===== src/logic/gcs_pkg.sv =====
// Package for the gain control and carrier sense configuration bank.
// Assumes a single 40 MHz clock and a byte-wide register port.
package gcs_pkg;

   // ----------------------------------------
   // Register offsets
   // ----------------------------------------
   localparam logic [7:0] GCS_OFS_LIMITS = 8'h1B;
   localparam logic [7:0] GCS_OFS_SENSE = 8'h1C;
   localparam logic [7:0] GCS_OFS_IRQ_STATUS = 8'h30;
   localparam logic [7:0] GCS_OFS_IRQ_MASK = 8'h31;
   localparam logic [7:0] GCS_OFS_STATE = 8'h32;

   // ----------------------------------------
   // Field layouts
   // ----------------------------------------
   typedef struct packed {
      logic [1:0] digitalGainCeiling;
      logic [2:0] frontGainCeiling;
      logic [2:0] amplitudeGoal;
   } gcs_limits_t;

   typedef struct packed {
      logic unused;
      logic gainReduceOrder;
      logic [1:0] relativeSenseStep;
      logic [3:0] absoluteSenseLevel;
   } gcs_sense_cfg_t;

   // Interrupt status and mask layout
   typedef struct packed {
      logic [4:0] unused;
      logic digitalClamped;
      logic senseFall;
      logic senseRise;
   } gcs_events_t;

   // Measurement sample from the receive datapath
   typedef struct packed {
      logic valid;
      logic [7:0] rssiDb;
      logic [7:0] filterAmpDb;
      logic [7:0] gainCutDb;
   } gcs_sample_t;

   // ----------------------------------------
   // Reset values
   // ----------------------------------------
   localparam logic [1:0] GCS_RST_DIG_CEIL = 2'h0;
   localparam logic [2:0] GCS_RST_FRONT_CEIL = 3'h0;
   localparam logic [2:0] GCS_RST_GOAL = 3'h3;
   localparam logic GCS_RST_ORDER = 1'b1;
   localparam logic [1:0] GCS_RST_REL_STEP = 2'h0;
   localparam logic [3:0] GCS_RST_ABS_LEVEL = 4'h0;
   localparam logic [7:0] GCS_RST_MASK = 8'h00;

   // ----------------------------------------
   // Encodings and tables
   // ----------------------------------------
   localparam logic [3:0] GCS_ABS_OFF = 4'h8;
   localparam logic [1:0] GCS_REL_OFF = 2'h0;
   localparam int GCS_DIG_STEP_W = 3;
   localparam logic [2:0] GCS_DIG_TOP_STEP = 3'h7;
   localparam logic [7:0] GCS_GOAL_DB [0:7] = '{
      8'h18, 8'h1B, 8'h1E, 8'h21, 8'h24, 8'h26, 8'h28, 8'h2A};
   // Front cap below maximum, in tenths of a dB
   localparam logic [7:0] GCS_FRONT_CUT_TENTH [0:7] = '{
      8'h00, 8'h1A, 8'h3D, 8'h4A, 8'h5C, 8'h73, 8'h92, 8'hAB};
   localparam logic [7:0] GCS_REL_STEP_DB [0:3] = '{
      8'h00, 8'h06, 8'h0A, 8'h0E};

endpackage : gcs_pkg


===== src/logic/gcs_cfg.sv =====
// Gain control and carrier sense configuration bank, top level.
// Assumes register port and receive datapath share the one clock.
//
// Summary of operation
// - Digital ceiling code N bars the N highest digital amplifier steps.
// - Digital ceiling resets to zero, all digital steps usable.
// - Front ceiling caps combined front gain, 17.1 dB below maximum at code 7.
// - Amplitude goal codes map to 24..42 dB; reset code is 3.
// - Order bit one, its reset value, cuts first amplifier first.
// - Order bit zero cuts second amplifier to minimum, then first.
// - Relative sense codes 1..3 trigger on 6, 10, 14 dB RSSI rise.
// - Absolute level is signed dB offset from goal, -7..+7, reset 0.
// - Absolute level -8 disables the absolute threshold.
// - Absolute compare uses filter amplitude as if gain were uncut.
//
// Implementation choice: strobed register access.
`timescale 1ns/1ps
module gcs_cfg (
   input wire logic clock,
   input wire logic reset_n,
   input wire logic [7:0] regAddr,
   input wire logic [7:0] regWrData,
   input wire logic regWrite,
   input wire logic regRead,
   output logic [7:0] regRdData_r,
   input wire gcs_pkg::gcs_sample_t sample,
   input wire logic [2:0] digitalGainReq,
   input wire logic reduceReq,
   input wire logic [2:0] firstGain,
   input wire logic [2:0] secondGain,
   output logic [2:0] digitalGainStep_r,
   output logic [7:0] frontCutTenthDb_r,
   output logic [7:0] amplitudeGoalDb_r,
   output logic cutFirst_r,
   output logic cutSecond_r,
   output logic carrierSense_r,
   output logic irq_r
);

   // ----------------------------------------
   // Declarations
   // ----------------------------------------
   gcs_pkg::gcs_limits_t limits_r;
   gcs_pkg::gcs_sense_cfg_t senseCfg_r;
   gcs_pkg::gcs_events_t status_r;
   gcs_pkg::gcs_events_t mask_r;
   gcs_pkg::gcs_events_t events;
   logic [7:0] rdData_nxt;
   logic [2:0] digitalTop;
   logic [2:0] digitalGain_nxt;
   logic senseLast_r;
   logic relHit;
   logic absHit;
   logic wrLimits;
   logic wrSense;
   logic wrStatus;
   logic wrMask;

   // ----------------------------------------
   // Write decode
   // ----------------------------------------
   // Strobes are one cycle, so a decode per register is enough
   assign wrLimits = regWrite && (regAddr == gcs_pkg::GCS_OFS_LIMITS);
   assign wrSense = regWrite && (regAddr == gcs_pkg::GCS_OFS_SENSE);
   assign wrStatus = regWrite && (regAddr == gcs_pkg::GCS_OFS_IRQ_STATUS);
   assign wrMask = regWrite && (regAddr == gcs_pkg::GCS_OFS_IRQ_MASK);

   // ----------------------------------------
   // Configuration registers
   // ----------------------------------------
   // Limits and goal register, all bits writable
   always_ff @(posedge clock or negedge reset_n) begin
      if (!reset_n) begin
         limits_r.digitalGainCeiling <= gcs_pkg::GCS_RST_DIG_CEIL;
         limits_r.frontGainCeiling <= gcs_pkg::GCS_RST_FRONT_CEIL;
         limits_r.amplitudeGoal <= gcs_pkg::GCS_RST_GOAL;
      end else if (wrLimits) begin
         limits_r <= regWrData;
      end
   end

   // Strategy and sense register; top bit is unused and reads zero
   always_ff @(posedge clock or negedge reset_n) begin
      if (!reset_n) begin
         senseCfg_r.unused <= 1'b0;
         senseCfg_r.gainReduceOrder <= gcs_pkg::GCS_RST_ORDER;
         senseCfg_r.relativeSenseStep <= gcs_pkg::GCS_RST_REL_STEP;
         senseCfg_r.absoluteSenseLevel <= gcs_pkg::GCS_RST_ABS_LEVEL;
      end else if (wrSense) begin
         senseCfg_r.unused <= 1'b0;
         senseCfg_r.gainReduceOrder <= regWrData[6];
         senseCfg_r.relativeSenseStep <= regWrData[5:4];
         senseCfg_r.absoluteSenseLevel <= regWrData[3:0];
      end
   end

   // ----------------------------------------
   // Interrupt registers
   // ----------------------------------------
   // Mask keeps only the implemented event bits
   always_ff @(posedge clock or negedge reset_n) begin
      if (!reset_n) begin
         mask_r <= gcs_pkg::GCS_RST_MASK;
      end else if (wrMask) begin
         mask_r <= {5'h00, regWrData[2:0]};
      end
   end

   // Events of this cycle
   always_comb begin
      events = '0;
      events.senseRise = carrierSense_r && !senseLast_r;
      events.senseFall = !carrierSense_r && senseLast_r;
      events.digitalClamped = digitalGainReq > digitalTop;
   end

   // Sticky status, write one to clear; a new event beats the clear
   always_ff @(posedge clock or negedge reset_n) begin
      if (!reset_n) begin
         status_r <= '0;
      end else if (wrStatus) begin
         status_r <= (status_r & ~{5'h1F, regWrData[2:0]}) | events;
      end else begin
         status_r <= status_r | events;
      end
   end

   // Level interrupt, one cycle behind the status bit
   always_ff @(posedge clock or negedge reset_n) begin
      if (!reset_n) begin
         irq_r <= 1'b0;
      end else begin
         irq_r <= |(status_r & mask_r);
      end
   end

   // Previous carrier sense for edge events
   always_ff @(posedge clock or negedge reset_n) begin
      if (!reset_n) begin
         senseLast_r <= 1'b0;
      end else begin
         senseLast_r <= carrierSense_r;
      end
   end

   // ----------------------------------------
   // Read path
   // ----------------------------------------
   // Unmapped offsets read zero
   always_comb begin
      rdData_nxt = 8'h00;
      unique case (regAddr)
         gcs_pkg::GCS_OFS_LIMITS: begin
            rdData_nxt = limits_r;
         end
         gcs_pkg::GCS_OFS_SENSE: begin
            rdData_nxt = {1'b0, senseCfg_r[6:0]};
         end
         gcs_pkg::GCS_OFS_IRQ_STATUS: begin
            rdData_nxt = status_r;
         end
         gcs_pkg::GCS_OFS_IRQ_MASK: begin
            rdData_nxt = mask_r;
         end
         gcs_pkg::GCS_OFS_STATE: begin
            rdData_nxt = {digitalGainStep_r, 2'b00, absHit, relHit, carrierSense_r};
         end
         default: begin
            rdData_nxt = 8'h00;
         end
      endcase
   end

   // Read data stand only in the cycle after the strobe
   always_ff @(posedge clock or negedge reset_n) begin
      if (!reset_n) begin
         regRdData_r <= 8'h00;
      end else if (regRead) begin
         regRdData_r <= rdData_nxt;
      end else begin
         regRdData_r <= 8'h00;
      end
   end

   // ----------------------------------------
   // Gain limits
   // ----------------------------------------
   // Highest digital step still allowed under the ceiling
   always_comb begin
      digitalTop = gcs_pkg::GCS_DIG_TOP_STEP - {1'b0, limits_r.digitalGainCeiling};
      if (digitalGainReq > digitalTop) begin
         digitalGain_nxt = digitalTop;
      end else begin
         digitalGain_nxt = digitalGainReq;
      end
   end

   // Registered limits toward the gain loop
   always_ff @(posedge clock or negedge reset_n) begin
      if (!reset_n) begin
         digitalGainStep_r <= 3'h0;
         frontCutTenthDb_r <= 8'h00;
         amplitudeGoalDb_r <= gcs_pkg::GCS_GOAL_DB[gcs_pkg::GCS_RST_GOAL];
      end else begin
         digitalGainStep_r <= digitalGain_nxt;
         frontCutTenthDb_r <= gcs_pkg::GCS_FRONT_CUT_TENTH[limits_r.frontGainCeiling];
         amplitudeGoalDb_r <= gcs_pkg::GCS_GOAL_DB[limits_r.amplitudeGoal];
      end
   end

   // ----------------------------------------
   // Submodules
   // ----------------------------------------
   // Goal is taken from the register, not the output flop, so the
   // threshold follows a write without an extra cycle of lag
   gcs_sense senseUnit (
      .clock(clock),
      .reset_n(reset_n),
      .sample(sample),
      .relStep(senseCfg_r.relativeSenseStep),
      .absLevel(senseCfg_r.absoluteSenseLevel),
      .goalDb(gcs_pkg::GCS_GOAL_DB[limits_r.amplitudeGoal]),
      .sense_r(carrierSense_r),
      .relHit_r(relHit),
      .absHit_r(absHit)
   );

   // Front-end reduction order
   gcs_reduce reduceUnit (
      .clock(clock),
      .reset_n(reset_n),
      .order(senseCfg_r.gainReduceOrder),
      .reduceReq(reduceReq),
      .firstGain(firstGain),
      .secondGain(secondGain),
      .cutFirst_r(cutFirst_r),
      .cutSecond_r(cutSecond_r)
   );

endmodule : gcs_cfg


===== src/logic/gcs_sense.sv =====
// Carrier sense decision from relative and absolute thresholds.
// Assumes samples come from logic on the same clock.
`timescale 1ns/1ps
module gcs_sense (
   input wire logic clock,
   input wire logic reset_n,
   input wire gcs_pkg::gcs_sample_t sample,
   input wire logic [1:0] relStep,
   input wire logic [3:0] absLevel,
   input wire logic [7:0] goalDb,
   output logic sense_r,
   output logic relHit_r,
   output logic absHit_r
);
   logic [7:0] baseline_r;
   logic baseValid_r;
   logic [8:0] relLimit;
   logic signed [9:0] absLimit;
   logic signed [9:0] levelNoCut;
   logic relHit;
   logic absHit;

   // ----------------------------------------
   // Threshold compare
   // ----------------------------------------
   // Absolute level is the filter amplitude before any gain cut
   always_comb begin
      relLimit = {1'b0, baseline_r} + {1'b0, gcs_pkg::GCS_REL_STEP_DB[relStep]};
      absLimit = $signed({2'b00, goalDb}) + $signed({{6{absLevel[3]}}, absLevel});
      levelNoCut = $signed({2'b00, sample.filterAmpDb}) + $signed({2'b00, sample.gainCutDb});
      relHit = (relStep != gcs_pkg::GCS_REL_OFF) && baseValid_r
         && ({1'b0, sample.rssiDb} >= relLimit);
      absHit = (absLevel != gcs_pkg::GCS_ABS_OFF) && (levelNoCut >= absLimit);
   end

   // Baseline follows the quiet channel, frozen while the relative threshold is hit
   always_ff @(posedge clock or negedge reset_n) begin
      if (!reset_n) begin
         baseline_r <= 8'h00;
         baseValid_r <= 1'b0;
      end else if (sample.valid && !relHit) begin
         baseline_r <= sample.rssiDb;
         baseValid_r <= 1'b1;
      end
   end

   // Decision held between samples
   always_ff @(posedge clock or negedge reset_n) begin
      if (!reset_n) begin
         sense_r <= 1'b0;
         relHit_r <= 1'b0;
         absHit_r <= 1'b0;
      end else if (sample.valid) begin
         sense_r <= relHit | absHit;
         relHit_r <= relHit;
         absHit_r <= absHit;
      end
   end
endmodule : gcs_sense


===== src/logic/gcs_reduce.sv =====
// Chooses which front-end amplifier takes a gain reduction step.
// Assumes gain settings and requests come from the same clock domain.
`timescale 1ns/1ps
module gcs_reduce (
   input wire logic clock,
   input wire logic reset_n,
   input wire logic order,
   input wire logic reduceReq,
   input wire logic [2:0] firstGain,
   input wire logic [2:0] secondGain,
   output logic cutFirst_r,
   output logic cutSecond_r
);
   logic pickFirst;

   // ----------------------------------------
   // Order of reduction
   // ----------------------------------------
   // A stage already at minimum hands the step to the other one
   always_comb begin
      if (order) begin
         pickFirst = (firstGain != 3'h0);
      end else begin
         pickFirst = (secondGain == 3'h0);
      end
   end

   // One-cycle step pulses; nothing moves when both are at minimum
   always_ff @(posedge clock or negedge reset_n) begin
      if (!reset_n) begin
         cutFirst_r <= 1'b0;
         cutSecond_r <= 1'b0;
      end else begin
         cutFirst_r <= reduceReq && pickFirst && (firstGain != 3'h0);
         cutSecond_r <= reduceReq && !pickFirst && (secondGain != 3'h0);
      end
   end
endmodule : gcs_reduce


===== config.mk =====
export PLATFORM = sky130hd
export DESIGN_NAME = gcs_cfg
export DESIGN_NICKNAME = d
export VERILOG_FILES = /design/src/logic/gcs_pkg.sv /design/src/logic/gcs_cfg.sv /design/src/logic/gcs_sense.sv /design/src/logic/gcs_reduce.sv
export SDC_FILE = /design/constraint.sdc
export NUM_CORES = 1
export LEC_CHECK = 0
export ABC_AREA = 1
export BUFFER_PORTS_ARGS = -buffer_cell sky130_fd_sc_hd__buf_2
export CAP_MARGIN = 20
export CELL_PAD_IN_SITES_DETAIL_PLACEMENT = 2
export CELL_PAD_IN_SITES_GLOBAL_PLACEMENT = 2
export CORE_UTILIZATION = 29
export CTS_CLUSTER_DIAMETER = 200
export DETAILED_ROUTE_END_ITERATION = 16
export GPL_TIMING_DRIVEN = 0
export PLACE_DENSITY_LB_ADDON = 0.1
export SETUP_SLACK_MARGIN = 0.5
export SLEW_MARGIN = 20
export SYNTH_ARGS = -nofsm -noshare
export SYNTH_HDL_FRONTEND = slang
export SYNTH_HIERARCHICAL = 1
export SYNTH_SLANG_ARGS = --single-unit

===== constraint.sdc =====
create_clock -name clock -period 3.1 [get_ports clock]
set_clock_uncertainty 0.1 [all_clocks]
set_input_delay 0.465 -clock clock [delete_from_list [all_inputs] [get_ports clock]]
set_output_delay 0.465 -clock clock [all_outputs]
set_load 0.03 [all_outputs]

==> impl_metrics.toml <==
[run_status]
outcome = "finished clean"

[clock_tree]
clock_latency_ns = 0.34
ctsRootBufferMaster = "sky130_fd_sc_hd__clkbuf_16"
cts_tree = "done"
cts.reportedPaths.clkPinSlew_ns = 0.06
total_clock_buffers_created_by_cts = 9
clock_tree.buffer_depth = 2
h-tree-depth = 3
clock_sink_count = 61

[pwr]
net-switching-power_uw = 918
power.clock.fraction_pct = 37.8
comb_power_share_pct = 28.6
power.total_mw = 2.72
share_seq_of_total_power_pct = 33.6
sw_frac_of_total_pct = 33.8
power_per_cell_area_nw_per_um2 = 470
worst_ir_drop_vdd_mv = 0.247
power.leakage_nw = 3.00
internal-power_mw = 1.80

[global_route]
globalRoute.totalOverflow = 0
global_route_wire_length_before_repair_um = 20800
antenna_found_initial = 0
grt_pass1_vias = 4346
grt_start_max_net_pins = 37
grt_use_total_pct = 18.1

[critical_path]
crit_cells = 19
worst_path_most_repeated_cell = "sky130_fd_sc_hd__nand2_1"
worst_path_largest_cell_delay_ns = 0.57
cp_data_arrival_time_ns = 3.21
worst_setup_path_end_kind = "register"
r2r-end = "senseUnit/absHit_r"
type_of_the_worst_setup_path = "reg -> reg"
reg2reg_depth = 19
crit_path_start_kind = "register"
reg2reg_launch_point = "limits_r[1]"
crit_family = "adder cells"
crit_fanout = 4
critical_path.n_buffers_inverters = 3
slowest_stage = "sky130_fd_sc_hd__dfstp_2"
cp_cell_sequence = "buf_4, ha_4, o21ai_4, inv_2, fa_2, o21ai_4, a21oi_2, nor2_1, nor2_1, xor2_1, ha_1, nand2_1, inv_1, nand2_1, nand2_1, nand2_1, nand3_2, nand2_2, nand2_1"
regToRegSetupSlack_ns = 0.01
cp.required_ns = 3.23

[yosys]
ys_warn_count = 6
number_of_synthesized_flops_with_an_enable_pin = 0
postSynthCellCount = 526
synthesis.area_um2 = 4250
asyncSetResetFlopFracSynth_pct = 100
ys_seq_elements = 61
post_synth_main_area_contributors = "sky130_fd_sc_hd__dfrtp_1 33%, sky130_fd_sc_hd__ha_1 14%, sky130_fd_sc_hd__nand2_1 11%"
netlist.top_cell.by_area = "sky130_fd_sc_hd__dfrtp_1"
synth_cell_types = 41
synth_area_per_cell_um2 = 8.09
post-synth-top-count-cell = "sky130_fd_sc_hd__nand2_1"
yosys-top-cells-count = "127 x sky130_fd_sc_hd__nand2_1, 71 x sky130_fd_sc_hd__inv_1, 56 x sky130_fd_sc_hd__dfrtp_1, 46 x sky130_fd_sc_hd__ha_1, 46 x sky130_fd_sc_hd__nand3_1"
synth_flop_cell = "sky130_fd_sc_hd__dfrtp_1"
seq_area_frac_synth_pct = 36.0
synth_largest_type_area_fraction_pct = 32.9

[min_path]
hold_path_end = "digitalGainStep_r[2]"
hold-path-cell-count = 2
min-delay-path-class = "in -> reg"
holdCritStartpoint = "digitalGainReq[2]"

[route]
total_routed_length_um = 13200
drt-pass1-iter-count = 4
avgRoutedWirePerCell_um = 15.9
post-route-drc-count = 0
drtIter0Drc = 56
avgViaCountPerCell = 4.74
antenna_left = 0
detailroute.via_count = 3952

[job]
maximum_capacitance_violations = 0

[timing]
setup_viol_count_final = 0
finalCriticalPeriod_ns = 3.09
rsz0062_at_grt = "yes"
finalHoldViolations = 0
tightestPinTransition_ns = 0.510
totalNegativeSetupSlack_ns = 0
max_freq_ghz = 0.324
report.final.slew_viol_count = 0
fin_crit_sh_pct = 99.6
fin_worst_hold_slack_ns = 0.235
slew-limit-headroom_pct = 66.0

[placed_design]
placement.io_buffers = 82
gp_congestion = 0.736
dp_cells = 793
post-dp-hpwl_um = 9850

[final_layout]
antenna_cells = 0
design.final.nets = 753
fill_cells = 1603
fin_cells = 834
area.growth.synth_to_final_pct = 36.1
finish.utilization_pct = 41.1
proportion_of_layout_cells_with_a_drive_suffix_above_1_pct = 36.4

[floorplan]
initial_utilization_pct = 30.2
floorplan.io_pins = 86
number_of_rows_in_the_core_area = 43
fp.dieW_um = 123
die_area_um2 = 15200
dieHeight_um = 123
placeable_core_region_um2 = 14100
-- worst reg2reg max path: stages (launching register included) --
cell,delay [ns]
sky130_fd_sc_hd__dfstp_2,0.57
sky130_fd_sc_hd__buf_4,0.14
sky130_fd_sc_hd__ha_4,0.20
sky130_fd_sc_hd__o21ai_4,0.16
sky130_fd_sc_hd__inv_2,0.06
sky130_fd_sc_hd__fa_2,0.40
sky130_fd_sc_hd__o21ai_4,0.21
sky130_fd_sc_hd__a21oi_2,0.08
sky130_fd_sc_hd__nor2_1,0.09
sky130_fd_sc_hd__nor2_1,0.06
sky130_fd_sc_hd__xor2_1,0.14
sky130_fd_sc_hd__ha_1,0.27
sky130_fd_sc_hd__nand2_1,0.07
sky130_fd_sc_hd__inv_1,0.04
sky130_fd_sc_hd__nand2_1,0.05
sky130_fd_sc_hd__nand2_1,0.06
sky130_fd_sc_hd__nand2_1,0.07
sky130_fd_sc_hd__nand3_2,0.08
sky130_fd_sc_hd__nand2_2,0.08
sky130_fd_sc_hd__nand2_1,0.05
-- metrics by stage --
step                      setup WS (ns)  area (µm²)
after floorplan                   0.356        4350
after global placement          -0.0626        4980
after detailed placement         -0.140        5000
after CTS                        0.0125        5560
after global routing             -0.172        5790
final                            0.0135        5790
-- sequential cells by signal, summed over array words and instances (netlist names), 3 cells and up --
| register | count |
|---|---|
| amplitudeGoalDb_r | 6 |
| digitalGainStep_r | 3 |
| frontCutTenthDb_r | 7 |
| limits_r | 8 |
| mask_r | 3 |
| regRdData_r | 8 |
| senseCfg_r | 7 |
| senseUnit/baseline_r | 8 |
| status_r | 3 |
-- power groups by stage --
stage	sequential, mW	combinational, mW	clock (mW)
2_1_floorplan	0.976	0.380	0
3_3_place_gp	0.924	0.622	0
3_5_place_dp	0.927	0.658	0
4_1_cts	0.912	0.717	1.05
5_1_grt	0.922	0.875	1.09
6_report	0.914	0.778	1.03
-- worst max path at each step --
stage                start                 end
3_3_place_gp   limits_r[0]   senseUnit/sense_r
3_5_place_dp   limits_r[1]  senseUnit/absHit_r
2_1_floorplan  limits_r[1]   senseUnit/sense_r
5_1_grt        limits_r[1]  senseUnit/absHit_r
6_report       limits_r[1]  senseUnit/absHit_r
4_1_cts        limits_r[0]  senseUnit/absHit_r
-- kinds of logic after synthesis --
logic type	after synthesis	synth area share, %
simple gates	251	27.9
buf+inv	85	8.68
compound gates	62	8.85
flops	61	36.0
fa+ha+maj	49	14.9
xor+xnor	16	3.29
other cells	1	0.0882
mux	1	0.235
-- cells in the final DEF, fill, tap and decap left out, types with 3 or more instances in the layout --
master                      synthesis  final
sky130_fd_sc_hd__ha_4               0      8
sky130_fd_sc_hd__o21ai_0           18     17
sky130_fd_sc_hd__o21ai_2            8      7
sky130_fd_sc_hd__dfrtp_1           56     56
sky130_fd_sc_hd__nand3_2            1      8
sky130_fd_sc_hd__buf_12             1      4
sky130_fd_sc_hd__ha_1              46     36
sky130_fd_sc_hd__buf_2              1     82
sky130_fd_sc_hd__nand2_2           14     24
sky130_fd_sc_hd__inv_2              3      7
sky130_fd_sc_hd__conb_1             1      5
sky130_fd_sc_hd__nand3b_1           3      3
sky130_fd_sc_hd__nand3_1           46     39
sky130_fd_sc_hd__nand4_1            4      4
sky130_fd_sc_hd__nand2_1          127    111
sky130_fd_sc_hd__nand2_8            1      3
sky130_fd_sc_hd__o21ai_1            3      3
sky130_fd_sc_hd__nand2_4            4      9
sky130_fd_sc_hd__dfstp_2            5      5
sky130_fd_sc_hd__nor2_1            36     32
sky130_fd_sc_hd__buf_6              2      4
sky130_fd_sc_hd__nor2_2             4      7
sky130_fd_sc_hd__xnor2_1            4      4
sky130_fd_sc_hd__xor2_1            12     11
sky130_fd_sc_hd__a21oi_2            1      7
sky130_fd_sc_hd__clkinv_4           0      3
sky130_fd_sc_hd__a21oi_1           21     15
sky130_fd_sc_hd__inv_1             71     66
sky130_fd_sc_hd__buf_4              4     24
sky130_fd_sc_hd__clkbuf_16          0      9
sky130_fd_sc_hd__nor2_4             3      4
-- layout make-up --
type	count	area (µm²)	share of cell area, %
Buffer	10	86.3	1.49
Clock buffer	9	225	3.89
Clock inverter	7	75.1	1.30
Inverter	75	287	4.95
Multi-Input combinational cell	385	2710	46.8
Sequential cell	61	1530	26.5
Tap cell	180	225	3.89
Timing Repair Buffer	107	648	11.2
-- what timing repair did --
item	in CTS	in global routing
setup endpoints to repair	12	12
pin swaps	31	20
cloned	1	0
endpoints found under the hold margin	21	0
hold buffers	1	0
buffers inserted	13	10
resized for setup	25	33
-- layer usage --
layer / vias up / wire length (µm) / global-route usage [%]
met3: 15 / 385 / 3.27
met2: 75 / 7050 / 33.6
li1: 1935 / - / -
met5: - / 0 / 0
met1: 1927 / 5590 / 21.0
met4: 0 / 221 / 5.57
Note: power is estimated with default switching activity, not from simulation.
